--- config.mk ---
export PLATFORM = sky130hd
export DESIGN_NAME = tspd_config_bank
export DESIGN_NICKNAME = d
export VERILOG_FILES = /design/src/core/tspd_pkg.sv /design/src/core/tspd_config_bank.sv /design/src/core/tspd_lock_detect.sv
export SDC_FILE = /design/constraint.sdc
export NUM_CORES = 1
export LEC_CHECK = 0
export ABC_AREA = 1
export BUFFER_PORTS_ARGS = -buffer_cell sky130_fd_sc_hd__buf_2
export CAP_MARGIN = 20
export CORE_ASPECT_RATIO = 1.75
export CORE_MARGIN = 1
export CORE_UTILIZATION = 47
export DETAILED_ROUTE_END_ITERATION = 7
export PLACE_DENSITY = 0.73
export SLEW_MARGIN = 20
export SYNTH_ARGS = -nofsm -noshare
export SYNTH_HDL_FRONTEND = slang
export SYNTH_SLANG_ARGS = --single-unit
--- constraint.sdc ---
create_clock -name clk_in -period 2.2 [get_ports clk_in]
set_input_delay 0.22 -clock clk_in [delete_from_list [all_inputs] [get_ports clk_in]]
set_output_delay 0.22 -clock clk_in [all_outputs]
set_load 0.03 [all_outputs]
--- src/core/tspd_pkg.sv ---
// package of offsets, field positions, reset values and timing for the transceiver config bank
// Function
// - synthesiser held in reset while reset bit is 1; bit resets to 0.
// - vco gain from 3-bit field with implied zero lsb; 000 max, 111 min.
// - amp gain top bit from synth word, low two bits from counter word.
// - amp gain middle bits 3:2 come from the general control word.
// - pump polarity bit: 0 adds charge when reference leads, 1 sinks.
// - pump current code 00/01/10/11 gives 10/20/40/80 uA; reset 10.
// - oscillator sleep bit 1 powers reference oscillator down during main power down.
// - fractional counter is 11-bit two's complement, top bit is sign.
// - lock window 21 ns when bit 0 (reset), 44 ns when 1.
// - lock mode bit 0 single shot, 1 continuous.
// - lock indication cleared whenever the pll settings are rewritten.
// - lock detect disable bit 1 forces lock status high.
// - amplifier class code 00 A, 01 AB, 10 B, 11 C.
// - shift clock source code picks external, crystal, 25 MHz or 12.5 MHz.
// - if select picks 60, 200, 455 kHz; code 11 enables test modes.
// - demod test top bit 0 routes lock pin per synth test field.
// - synth test field resets to 000, applies only when demod test top bit 0.
// - demod test codes 100/101/110 route input, shifted signal, detector to lock pin.
// - demod test code 111 drives demod output to lock pin, if input from tx pin.
// - tuning capacitance proportional to 3-bit code, 1.25 pF per step.
// - cap array active in receive when bit 0, in transmit when bit 1.
package tspd_pkg;
   localparam int unsigned WORD_W          = 13;
   localparam int unsigned ADDR_W          = 3;
   // word addresses follow the serial frame address codes
   localparam logic [2:0]  ADDR_GENERAL    = 3'h0;
   localparam logic [2:0]  ADDR_SYNTH      = 3'h2;
   localparam logic [2:0]  ADDR_FRAC       = 3'h3;
   localparam logic [2:0]  ADDR_LOCK       = 3'h4;
   localparam logic [2:0]  ADDR_DEMOD      = 3'h5;
   localparam logic [2:0]  ADDR_STATUS     = 3'h7;
   // reset values
   localparam logic [12:0] GENERAL_RESET   = 13'h0000;
   localparam logic [12:0] SYNTH_RESET     = 13'h0040;
   localparam logic [12:0] FRAC_RESET      = 13'h0000;
   localparam logic [12:0] LOCK_RESET      = 13'h0000;
   localparam logic [12:0] DEMOD_RESET     = 13'h0000;
   // field positions
   localparam int unsigned SYN_RESET_BIT   = 12;
   localparam int unsigned SYN_VCO_HI      = 11;
   localparam int unsigned SYN_VCO_LO      = 9;
   localparam int unsigned SYN_PA4_BIT     = 8;
   localparam int unsigned SYN_POL_BIT     = 7;
   localparam int unsigned SYN_CHP_HI      = 6;
   localparam int unsigned SYN_CHP_LO      = 5;
   localparam int unsigned SYN_OSC_BIT     = 4;
   localparam int unsigned SYN_R_HI        = 3;
   localparam int unsigned FRC_PA_HI       = 12;
   localparam int unsigned FRC_PA_LO       = 11;
   localparam int unsigned FRC_K_HI        = 10;
   localparam int unsigned LCK_WIN_BIT     = 12;
   localparam int unsigned LCK_MODE_BIT    = 11;
   localparam int unsigned LCK_DIS_BIT     = 10;
   localparam int unsigned LCK_CLS_HI      = 9;
   localparam int unsigned LCK_CLS_LO      = 8;
   localparam int unsigned LCK_DEV_HI      = 7;
   localparam int unsigned DEM_CLK_HI      = 12;
   localparam int unsigned DEM_CLK_LO      = 11;
   localparam int unsigned DEM_IF_HI       = 10;
   localparam int unsigned DEM_IF_LO       = 9;
   localparam int unsigned DEM_TST_HI      = 8;
   localparam int unsigned DEM_TST_LO      = 6;
   localparam int unsigned DEM_CAP_HI      = 5;
   localparam int unsigned DEM_CAP_LO      = 3;
   localparam int unsigned DEM_INV_BIT     = 2;
   localparam int unsigned DEM_DRV_HI      = 1;
   localparam int unsigned GEN_PD_BIT      = 12;
   localparam int unsigned GEN_TX_BIT      = 11;
   localparam int unsigned GEN_S_HI        = 10;
   localparam int unsigned GEN_S_LO        = 8;
   localparam int unsigned GEN_PAM_HI      = 7;
   localparam int unsigned GEN_PAM_LO      = 6;
   // lock window timing
   localparam int unsigned CLK_PERIOD_NS   = 10;
   localparam int unsigned LOCK_WIN_N_NS   = 21;
   localparam int unsigned LOCK_WIN_W_NS   = 44;
   localparam int unsigned LOCK_WIN_N_CYC  = LOCK_WIN_N_NS / CLK_PERIOD_NS;
   localparam int unsigned LOCK_WIN_W_CYC  = LOCK_WIN_W_NS / CLK_PERIOD_NS;
   localparam int unsigned WIN_CNT_W       = 4;
   // lock pin route codes, if test code and lock states
   localparam logic [2:0]  TEST_DEM_INPUT  = 3'h4;
   localparam logic [2:0]  TEST_DEM_SHIFT  = 3'h5;
   localparam logic [2:0]  TEST_DEM_PHASE  = 3'h6;
   localparam logic [2:0]  TEST_DEM_OUT    = 3'h7;
   localparam logic [1:0]  IF_TEST_CODE    = 2'h3;
   typedef enum logic [2:0] {
      TSPD_UNLOCKED = 3'b001,
      TSPD_HELD     = 3'b010,
      TSPD_TRACKING = 3'b100
   } tspd_lock_state_t;
endpackage

--- src/core/tspd_config_bank.sv ---
// configuration word bank with lock detector and lock pin routing
`timescale 1ns/1ns
module tspd_config_bank
   import tspd_pkg::*;
(
   input  wire logic                 clk_in,         // 100 MHz clock
   input  wire logic                 rst_n_in,       // async reset, active low
   input  wire logic [ADDR_W-1:0]    addr_in,        // word address
   input  wire logic [WORD_W-1:0]    wdata_in,       // write data
   input  wire logic                 wr_in,          // write strobe
   input  wire logic                 rd_in,          // read strobe
   output logic      [WORD_W-1:0]    rdata_out,      // read data, cycle after strobe
   input  wire logic                 ref_clk_in,     // reference divider output pin
   input  wire logic                 vco_div_in,     // divided oscillator phase
   input  wire logic                 synth_mon_in,   // synth test monitor signal
   input  wire logic                 dem_in_in,      // demodulator input
   input  wire logic                 dem_shift_in,   // phase shifted signal
   input  wire logic                 dem_phase_in,   // phase detector output
   input  wire logic                 dem_out_in,     // demodulator output
   output logic                      synth_rst_out,  // synthesiser reset
   output logic      [3:0]           vco_gain_out,   // vco gain, lsb zero
   output logic      [4:0]           amp_gain_out,   // amplifier gain code
   output logic                      pump_polarity_out,     // charge pump polarity
   output logic      [1:0]           pump_current_code_out, // charge pump current
   output logic                      ref_osc_sleep_out,     // osc off in power down
   output logic      [3:0]           ref_div_out,           // reference divider
   output logic      [10:0]          fractional_counter_out,// signed counter
   output logic      [7:0]           deviation_out,         // d-counter
   output logic      [1:0]           amp_class_code_out,    // amplifier class
   output logic      [1:0]           shift_clock_source_out,// shift register clock
   output logic      [1:0]           if_select_out,         // if select
   output logic                      dem_test_en_out,       // if code 11 test modes
   output logic                      if_from_tx_out,        // if input from tx pin
   output logic      [7:0]           tuning_cap_en_out,     // thermometer cap steps
   output logic                      cap_array_en_out,      // capacitor array on
   output logic      [1:0]           amp_buffer_drive_out,  // buffer drive
   output logic                      lock_status_out,       // lock indication
   output logic                      lock_pin_out           // lock pin drive
);
   logic [WORD_W-1:0] gen_word, syn_word, frc_word, lck_word, dem_word;
   logic [WORD_W-1:0] next_gen_word, next_syn_word, next_frc_word;
   logic [WORD_W-1:0] next_lck_word, next_dem_word, next_rdata;
   logic              pll_written, next_pll_written;

   // ************************************************************
   // register access
   // ************************************************************
   always_comb begin
      next_gen_word = gen_word;
      next_syn_word = syn_word;
      next_frc_word = frc_word;
      next_lck_word = lck_word;
      next_dem_word = dem_word;
      next_pll_written = 1'b0;
      if (wr_in) begin
         unique case (addr_in)
            ADDR_GENERAL: next_gen_word = wdata_in;
            ADDR_SYNTH: begin
               next_syn_word    = wdata_in;
               next_pll_written = 1'b1;
            end
            ADDR_FRAC: begin
               next_frc_word    = wdata_in;
               next_pll_written = 1'b1;
            end
            ADDR_LOCK: begin
               next_lck_word    = wdata_in;
               next_pll_written = 1'b1;
            end
            ADDR_DEMOD: next_dem_word = wdata_in;
            default: ;
         endcase
      end
      next_rdata = '0;
      if (rd_in) begin
         unique case (addr_in)
            ADDR_GENERAL: next_rdata = gen_word;
            ADDR_SYNTH:   next_rdata = syn_word;
            ADDR_FRAC:    next_rdata = frc_word;
            ADDR_LOCK:    next_rdata = lck_word;
            ADDR_DEMOD:   next_rdata = dem_word;
            ADDR_STATUS:  next_rdata = {{(WORD_W-1){1'b0}}, lock_status_out};
            default:      next_rdata = '0;
         endcase
      end
   end

   always_ff @(posedge clk_in or negedge rst_n_in) begin
      if (!rst_n_in) begin
         gen_word    <= GENERAL_RESET;
         syn_word    <= SYNTH_RESET;
         frc_word    <= FRAC_RESET;
         lck_word    <= LOCK_RESET;
         dem_word    <= DEMOD_RESET;
         rdata_out   <= '0;
         pll_written <= 1'b0;
      end else begin
         gen_word    <= next_gen_word;
         syn_word    <= next_syn_word;
         frc_word    <= next_frc_word;
         lck_word    <= next_lck_word;
         dem_word    <= next_dem_word;
         rdata_out   <= next_rdata;
         pll_written <= next_pll_written;
      end
   end

   // ************************************************************
   // pin synchronisers and edge detection
   // ************************************************************
   logic [1:0] ref_sync, vco_sync, mon_sync, din_sync, dsh_sync, dph_sync, dout_sync;
   logic       ref_last, vco_last;
   logic       ref_edge, vco_edge;

   always_ff @(posedge clk_in or negedge rst_n_in) begin
      if (!rst_n_in) begin
         ref_sync  <= '0;
         vco_sync  <= '0;
         mon_sync  <= '0;
         din_sync  <= '0;
         dsh_sync  <= '0;
         dph_sync  <= '0;
         dout_sync <= '0;
         ref_last  <= 1'b0;
         vco_last  <= 1'b0;
      end else begin
         ref_sync  <= {ref_sync[0], ref_clk_in};
         vco_sync  <= {vco_sync[0], vco_div_in};
         mon_sync  <= {mon_sync[0], synth_mon_in};
         din_sync  <= {din_sync[0], dem_in_in};
         dsh_sync  <= {dsh_sync[0], dem_shift_in};
         dph_sync  <= {dph_sync[0], dem_phase_in};
         dout_sync <= {dout_sync[0], dem_out_in};
         ref_last  <= ref_sync[1];
         vco_last  <= vco_sync[1];
      end
   end

   assign ref_edge = ref_sync[1] && !ref_last;
   assign vco_edge = vco_sync[1] && !vco_last;

   logic cmp_valid, cmp_ok;

   tspd_lock_detect u_lock_detect (
      .clk_in        (clk_in),
      .rst_n_in      (rst_n_in),
      .ref_edge_in   (ref_edge),
      .vco_edge_in   (vco_edge),
      .wide_in       (lck_word[LCK_WIN_BIT]),
      .cmp_valid_out (cmp_valid),
      .cmp_ok_out    (cmp_ok)
   );

   // ************************************************************
   // lock indication
   // ************************************************************
   tspd_lock_state_t lock_state, next_lock_state;
   logic             next_lock_status;

   always_comb begin
      next_lock_state = lock_state;
      if (pll_written || syn_word[SYN_RESET_BIT]) begin
         next_lock_state = TSPD_UNLOCKED;
      end else begin
         unique case (lock_state)
            TSPD_UNLOCKED: begin
               if (cmp_valid && cmp_ok) begin
                  next_lock_state = lck_word[LCK_MODE_BIT] ? TSPD_TRACKING : TSPD_HELD;
               end
            end
            TSPD_HELD: begin
               if (lck_word[LCK_MODE_BIT]) begin
                  next_lock_state = TSPD_TRACKING;
               end
            end
            TSPD_TRACKING: begin
               if (!lck_word[LCK_MODE_BIT]) begin
                  next_lock_state = TSPD_HELD;
               end else if (cmp_valid && !cmp_ok) begin
                  next_lock_state = TSPD_UNLOCKED;
               end
            end
            default: next_lock_state = TSPD_UNLOCKED;
         endcase
      end
      // disabled detection forces the flag high regardless of the state
      next_lock_status = lck_word[LCK_DIS_BIT] || (next_lock_state != TSPD_UNLOCKED);
   end

   always_ff @(posedge clk_in or negedge rst_n_in) begin
      if (!rst_n_in) begin
         lock_state      <= TSPD_UNLOCKED;
         lock_status_out <= 1'b0;
      end else begin
         lock_state      <= next_lock_state;
         lock_status_out <= next_lock_status;
      end
   end

   // ************************************************************
   // decoded controls and lock pin routing
   // ************************************************************
   function automatic logic [7:0] therm(input logic [2:0] code);
      logic [7:0] t;
      t = '0;
      for (int i = 0; i < 8; i++) begin
         t[i] = (3'(i) < code);
      end
      return t;
   endfunction

   logic [2:0]  tdem;
   logic        next_lock_pin;
   logic        next_cap_en;

   assign tdem = dem_word[DEM_TST_HI:DEM_TST_LO];

   always_comb begin
      if (!tdem[2]) begin
         // normal mode shows lock, synth tests show their monitor signal
         next_lock_pin = (gen_word[GEN_S_HI:GEN_S_LO] == '0) ? next_lock_status
                                                             : mon_sync[1];
      end else begin
         unique case (tdem)
            TEST_DEM_INPUT: next_lock_pin = din_sync[1];
            TEST_DEM_SHIFT: next_lock_pin = dsh_sync[1];
            TEST_DEM_PHASE: next_lock_pin = dph_sync[1];
            default:        next_lock_pin = dout_sync[1];
         endcase
      end
      next_cap_en = (dem_word[DEM_INV_BIT] == gen_word[GEN_TX_BIT]);
   end

   always_ff @(posedge clk_in or negedge rst_n_in) begin
      if (!rst_n_in) begin
         synth_rst_out          <= 1'b0;
         vco_gain_out           <= '0;
         amp_gain_out           <= '0;
         pump_polarity_out      <= 1'b0;
         pump_current_code_out  <= SYNTH_RESET[SYN_CHP_HI:SYN_CHP_LO];
         ref_osc_sleep_out      <= 1'b0;
         ref_div_out            <= '0;
         fractional_counter_out <= '0;
         deviation_out          <= '0;
         amp_class_code_out     <= '0;
         shift_clock_source_out <= '0;
         if_select_out          <= '0;
         dem_test_en_out        <= 1'b0;
         if_from_tx_out         <= 1'b0;
         tuning_cap_en_out      <= '0;
         cap_array_en_out       <= 1'b0;
         amp_buffer_drive_out   <= '0;
         lock_pin_out           <= 1'b0;
      end else begin
         synth_rst_out          <= syn_word[SYN_RESET_BIT];
         vco_gain_out           <= {syn_word[SYN_VCO_HI:SYN_VCO_LO], 1'b0};
         amp_gain_out           <= {syn_word[SYN_PA4_BIT], gen_word[GEN_PAM_HI:GEN_PAM_LO],
                                    frc_word[FRC_PA_HI:FRC_PA_LO]};
         pump_polarity_out      <= syn_word[SYN_POL_BIT];
         pump_current_code_out  <= syn_word[SYN_CHP_HI:SYN_CHP_LO];
         ref_osc_sleep_out      <= syn_word[SYN_OSC_BIT] && gen_word[GEN_PD_BIT];
         ref_div_out            <= syn_word[SYN_R_HI:0];
         fractional_counter_out <= frc_word[FRC_K_HI:0];
         deviation_out          <= lck_word[LCK_DEV_HI:0];
         amp_class_code_out     <= lck_word[LCK_CLS_HI:LCK_CLS_LO];
         shift_clock_source_out <= dem_word[DEM_CLK_HI:DEM_CLK_LO];
         if_select_out          <= dem_word[DEM_IF_HI:DEM_IF_LO];
         dem_test_en_out        <= (dem_word[DEM_IF_HI:DEM_IF_LO] == IF_TEST_CODE);
         if_from_tx_out         <= (tdem == TEST_DEM_OUT);
         tuning_cap_en_out      <= therm(dem_word[DEM_CAP_HI:DEM_CAP_LO]);
         cap_array_en_out       <= next_cap_en;
         amp_buffer_drive_out   <= dem_word[DEM_DRV_HI:0];
         lock_pin_out           <= next_lock_pin;
      end
   end
endmodule

--- src/core/tspd_lock_detect.sv ---
// phase window comparator: flags each reference edge that lands within the window after the divided vco edge
`timescale 1ns/1ns
module tspd_lock_detect
   import tspd_pkg::*;
(
   input  wire logic clk_in,        // system clock
   input  wire logic rst_n_in,      // async reset, active low
   input  wire logic ref_edge_in,   // synchronised reference edge pulse
   input  wire logic vco_edge_in,   // synchronised divided oscillator edge pulse
   input  wire logic wide_in,       // lock window select
   output logic      cmp_valid_out, // one pulse per reference edge
   output logic      cmp_ok_out     // edges fell inside the window
);
   logic [WIN_CNT_W-1:0] since_vco;
   logic [WIN_CNT_W-1:0] next_since_vco;
   logic                 next_valid;
   logic                 next_ok;
   logic [WIN_CNT_W-1:0] win;

   always_comb begin
      // window limit rounds down so a marginal edge counts as unlocked
      win = wide_in ? WIN_CNT_W'(LOCK_WIN_W_CYC) : WIN_CNT_W'(LOCK_WIN_N_CYC);
      next_since_vco = since_vco;
      if (vco_edge_in) begin
         next_since_vco = '0;
      end else if (since_vco != '1) begin
         next_since_vco = since_vco + WIN_CNT_W'(1);
      end
      next_valid = ref_edge_in;
      next_ok    = ref_edge_in && (vco_edge_in || since_vco < win);
   end

   always_ff @(posedge clk_in or negedge rst_n_in) begin
      if (!rst_n_in) begin
         since_vco     <= '1;
         cmp_valid_out <= 1'b0;
         cmp_ok_out    <= 1'b0;
      end else begin
         since_vco     <= next_since_vco;
         cmp_valid_out <= next_valid;
         cmp_ok_out    <= next_ok;
      end
   end
endmodule

Word-level counts from Yosys, hierarchy flattened
Cells that the tools add are included.
- reduce and logical (&&, ||, !) cells: 21
- magnitude comparators: 9
- add/subtract/negate cells: 1
- equal/unequal tests: 16
- multiplexer cells: 17
- operator list (operator ; number):
    case mux 13 bit (6 select lines) ; 1
    == test 3 bit, second input constant ; 8
    2-to-1 mux 3 bit ; 7
    2-to-1 mux 13 bit ; 1
    < comparator 3 bit, first input constant ; 4
    AND reduction 2 bit ; 5
    == test 3 x 2 -> 1 bit, second input constant ; 3
    case mux 3 bit (3 select lines) ; 1
    2-to-1 mux 4 bit ; 2
    logical AND 1 bit ; 6
    zero test 3 bit ; 2
    < comparator 1 x 3 -> 1 bit, first input constant ; 2
    < comparator 2 x 3 -> 1 bit, first input constant ; 2
    adder 4 x 1 -> 4 bit, second input constant ; 1
    < comparator 4 bit ; 1
    2-to-1 mux 1 bit ; 4
    inequality test 4 bit, second input constant ; 1
    == test 3 x 1 -> 1 bit, second input constant ; 1
    zero test 1 bit ; 3
    logical OR 1 bit ; 3
    inequality test 3 x 1 -> 1 bit, second input constant ; 1
    case mux 1 bit (3 select lines) ; 1
    OR reduction 3 bit ; 1
    == test 2 bit, second input constant ; 1
    other kinds (2) ; 2
- logic and storage cells: 103
- output and inout bits: 71
- register bits: 161
- bits of input ports: 27

Longest topological paths before layout
- word-level depth: 10
- gate-level depth with buffers: 9
- depth with buffers taken out: 8

By module
From an unflattened synthesis, not the netlist that was laid out.
- cell total of the unflattened synthesis: 550
- area, all modules: 5794.3 sq um
- modules (own cells, without submodules) (module ; seq. area each (sq um) ; times used ; area each (sq um) ; cells each):
    tspd_config_bank ; 3857.4 ; 1 ; 5492.8 ; 516
    tspd_lock_detect ; 155.1 ; 1 ; 301.5 ; 34

Worst setup path after synthesis
OpenSTA, ideal clock, no wires.
- path type: reg-to-reg
- from: register lock_state[0]
- to: register lock_pin_out
- stages on the path, launching flop included: 7
- period minus slack after synthesis: 1.141 ns
- library setup time: 0.122 ns
- buffers on the path: 0
- data required time: 2.078 ns
- setup slack: 1.059 ns
- arrival: 1.019 ns
- cell sequence: dfstp_2 -> nand3b_1 -> nand3_1 -> nand3_1 -> nand3_1 -> nand2_1 -> nand2_1
- word-level cells in the longest chain between the ends: 8
- elaborated cells on any way between the ends: 13
- those cells by class: 4 x eq/ne; 8 x mux; 1 x reduce/logical
- RTL lines (element ; RTL line ; RTL):
    start: declaration ; tspd_config_bank.sv:157 ; tspd_lock_state_t lock_state, next_lock_state;
    start signal: assignment ; tspd_config_bank.sv:195 ; lock_state <= next_lock_state;
    2-to-1 mux 3 bit ; tspd_config_bank.sv:179 ; end else if (cmp_valid && !cmp_ok) begin
    2-to-1 mux 3 bit ; tspd_config_bank.sv:177 ; if (!lck_word[LCK_MODE_BIT]) begin
    case mux 3 bit (3 select lines) (*) ; tspd_config_bank.sv:165 ; unique case (lock_state)
    2-to-1 mux 3 bit (*) ; tspd_config_bank.sv:162 ; if (pll_written || syn_word[SYN_RESET_BIT]) begin
    via next_lock_state[0] ; tspd_config_bank.sv:157 ;
    inequality test 3 x 1 -> 1 bit (*) ; tspd_config_bank.sv:187 ; next_lock_status = lck_word[LCK_DIS_BIT] || (next_lock_state != TSPD_UNLOCKED);
    logical OR 1 bit (*) ; tspd_config_bank.sv:187 ;
    2-to-1 mux 1 bit (*) ; tspd_config_bank.sv:221 ; next_lock_pin = (gen_word[GEN_S_HI:GEN_S_LO] == '0) ? next_lock_status
    2-to-1 mux 1 bit (*) ; tspd_config_bank.sv:219 ; if (!tdem[2]) begin
    via next_lock_pin ; tspd_config_bank.sv:213 ; logic next_lock_pin;
    end signal: assignment ; tspd_config_bank.sv:273 ; lock_pin_out <= next_lock_pin;
    end: declaration ; tspd_config_bank.sv:38 ; output logic lock_pin_out
Mark *: on every way through the listed nets, which the timed path passes. The rest lies on a longest branch.
A chain may end at the register's enable or synchronous reset.

Worst setup path after layout
Same ends and word-level chain as after synthesis.

==> qor.yml <==
clock_network:
  cts_buffers: 17
  post_cts_buffers: 0
  cts_max_level: 4
  cts_resized: 0
  cts_tree: "yes"
  clock_latency_ns: 0.42
  cts_root_buf: "clkbuf_16"
  cts.sinks: 160
  clk_pin_slew_worst_paths_ns: 0.06
  clk_path_buf_depth: 2
route:
  met3WireLength_um: 581
  wl_per_cell_um: 15.2
  wl_met1_um: 4810
  dr.pass1.iters: 4
  vias_per_cell: 4.96
  postRouteAntennaNets: 0
  dr_total_vias: 4091
  top_layer: "met4"
  wl_um: 12600
  met2_length_um: 6750
  initialDrtViolationCount: 297
  route.detailed.drc: 0
layout:
  final_common_cell: "dfrtp_1"
  layout_common_cells: "dfrtp_1 (153), nand2_1 (145), buf_2 (94)"
  drive_gt1_share_pct: 26.4
  antenna_cells: 0
  area_growth_pct: 20.6
  finalNonFillerCells: 824
  nets: 675
floorplanning:
  dieArea_um2: 13000
  core_area_um2: 12100
  die_h_um: 150
  io_pins: 98
  fp.dieW_um: 86.7
  start_util_pct: 48.6
  num_rows: 53
placed_design:
  dpl_worst_slack_ns: 0.629
  place.gp.congestion: 0.815
  dpl.cell_count: 784
  dp_hpwl_um: 8450
  port_buffers: 95
hold_path:
  min-delay-start: "wdata_in[5]"
  hold_class: "input port to flip-flop"
  hold_end: "lck_word[5]$_DFFE_PN0P_"
  whs_path_depth: 3
sta:
  slew_viol_final: 0
  hold_ws_ns: 0.135
  fin_tns_setup_ns: 0
  fin_crit_sh_pct: 61.7
  finalCriticalPeriod_ns: 1.36
  worstMarginPinSlew_ns: 0.581
  final-setup-viol-count: 0
  rsz0062_at_grt: "false"
  finalWorstSetupSlack_ns: 0.844
  finalClockSkew_ns: 0.00525
  relSlewSlack_pct: 61.2
  hold_violations: 0
  max_freq_mhz: 737
setup_path:
  crit_type: "flip-flop to flip-flop"
  timing.rr.end: "lock_pin_out$_DFF_PN0_"
  timing.reg2reg.setup_slack_ns: 0.84
  worstPathArrival_ns: 1.66
  crit_path_start_kind: "flip-flop"
  required_ns: 2.51
  cp-end-kind: "flip-flop"
  r2r-start: "lock_state[0]$_DFF_PN1_"
  worst-r2r-cell-count: 6
  path_max_fanout: 4
power_and_ir_drop:
  p_leak_nw: 3.69
  clkPwrFrac_pct: 35.7
  powerDensity_nw_per_um2: 1130
  power_mw: 8.02
  p_int_mw: 5.64
  ir_drop_mv: 0.637
  p_sw_mw: 2.38
  comb_power_share_pct: 17.3
  swShare_pct: 29.7
  seqPwrFrac_pct: 47.0
logic_synthesis:
  synth_compound_gate_area_share_pct: 9.65
  ys_warn_count: 0
  synth_mux_area_share_pct: 0
  synth_top_area_share_pct: 64.9
  synth-simple-area-share_pct: 15.6
  synth_xor_area_share_pct: 0.297
  synth-seq-cells: 160
  synth_top_family_by_area: "simple AND/OR/NAND/NOR gates"
  synth_area_um2: 5900
  synthTopCellsByArea: "dfrtp_1 (65%), nand2_1 (9.2%), o21ai_2 (3.3%)"
  ys_seq_area_share_pct: 68.0
  synth_top_area_cell: "dfrtp_1"
  synthAdderAreaFrac_pct: 0.424
  synth_area_per_cell_um2: 11.0
  synthCells: 538
  synth.distinct_cells: 34
grt:
  grt_first_pass_wirelength_um: 20400
  grt_max_degree: 76
  grt_pass1_vias: 4184
  antenna_found_initial: 0
  grt_overflow: 0
  grt_usage_pct: 21.3
run:
  maxCapViolCount: 0
outcome:
  status: "complete, no violations"
-- layer usage --
layer	global-route usage [%]	up-vias
li1	-	1927
met5	0	-
met4	12.1	0
met3	4.88	31
met2	36.7	135
met1	24.1	1998
-- repair_timing --
item / 4_1_cts / 5_1_grt
setup endpoints to repair: 0 / 0
hold buffers: 8 / 0
hold endpoints to repair: 34 / 0
-- stage by stage --
| stage | cell area [um^2] | utilization (%) |
|---|---|---|
| after floorplan | 5900 | - |
| after global routing | 7120 | 58.6 |
| after detailed placement | 6450 | 53.2 |
| after CTS | 7120 | 58.6 |
| after global placement | 6450 | 53.2 |
| final | 7120 | 58.6 |
-- critical path, stage by stage, from the launching register on --
cell and delay, ns:
dfstp_2 0.55, nand3b_1 0.16, nand3_1 0.12, nand3_1 0.17
nand3_1 0.09, nand2_1 0.09, nand2_1 0.06
-- synth_stat cells --
| cell | number |
|---|---|
| o21ai_2 | 22 |
| inv_4 | 1 |
| xnor2_1 | 2 |
| nand4_1 | 2 |
| dfstp_2 | 7 |
| a31oi_1 | 1 |
| nand3_1 | 16 |
| buf_2 | 2 |
| o21ai_0 | 22 |
| o211ai_1 | 1 |
| inv_2 | 3 |
| a211oi_1 | 2 |
| a21oi_1 | 7 |
| o211ai_2 | 2 |
| buf_6 | 13 |
| clkbuf_1 | 1 |
| nor2_4 | 1 |
| nand3_4 | 1 |
| nand2_4 | 5 |
| o2111ai_1 | 1 |
| nand3b_1 | 2 |
| nor3_1 | 2 |
| dfrtp_1 | 153 |
| nor2_2 | 1 |
| a21oi_2 | 1 |
| conb_1 | 1 |
| nor2_1 | 40 |
| ha_1 | 2 |
| nand2_2 | 2 |
| o21ai_1 | 32 |
| buf_4 | 2 |
| or2_2 | 1 |
| inv_1 | 42 |
| nand2_1 | 145 |
-- flip-flops by register name, indices dropped and copies added (netlist names), 3 cells and up --
name,count
u_lock_detect.since_vco,4
rdata_out,13
tuning_cap_en_out,7
gen_word,13
dem_word,13
amp_gain_out,5
deviation_out,8
fractional_counter_out,11
lock_state,3
frc_word,13
syn_word,13
vco_gain_out,3
lck_word,13
ref_div_out,4
-- cells by family after synthesis --
| kind of cell | count (synthesis) |
|---|---|
| adder cells (fa/ha/maj) | 2 |
| XOR/XNOR | 2 |
| flip-flops | 160 |
| AO/OA/AOI/OAI | 91 |
| buffers and inverters | 64 |
| other | 1 |
| AND/OR/NAND/NOR | 218 |
-- power groups by stage --
stage               Sequential [mW]  Combinational, mW  Clock (mW)
global route                   3.83               1.52        3.03
floorplan                      4.18              0.512           0
detailed placement             3.82               1.38           0
CTS                            3.77               1.40        2.90
global placement               3.79               1.34           0
finish                         3.77               1.39        2.86
-- final cells by class --
| type | instances | area, um^2 |
|---|---|---|
| clock buffer | 23 | 478 |
| clock inverter | 9 | 106 |
| fill | 1020 | 5020 |
| inverter | 46 | 175 |
| multi-input combinational | 315 | 1540 |
| sequential | 160 | 4010 |
| tap | 165 | 206 |
| timing repair buffer | 106 | 597 |
-- worst max-delay path by stage --
| stage | from | to | slack (ns) | cells after the start |
|---|---|---|---|---|
| 2_1_floorplan | lock_state[0]$_DFF_PN1_ | lock_pin_out$_DFF_PN0_ | 1.06 | 6 |
| 6_report | lock_state[0]$_DFF_PN1_ | lock_pin_out$_DFF_PN0_ | 0.84 | 6 |
| 4_1_cts | lock_state[0]$_DFF_PN1_ | lock_pin_out$_DFF_PN0_ | 0.83 | 6 |
| 5_1_grt | lock_state[0]$_DFF_PN1_ | lock_pin_out$_DFF_PN0_ | 0.79 | 7 |
| 3_5_place_dp | addr_in[0] | lck_word[12]$_DFFE_PN0P_ | 0.63 | 7 |
| 3_3_place_gp | addr_in[0] | lck_word[6]$_DFFE_PN0P_ | 0.69 | 7 |
No activity file was read; power rests on OpenSTA's default activity.
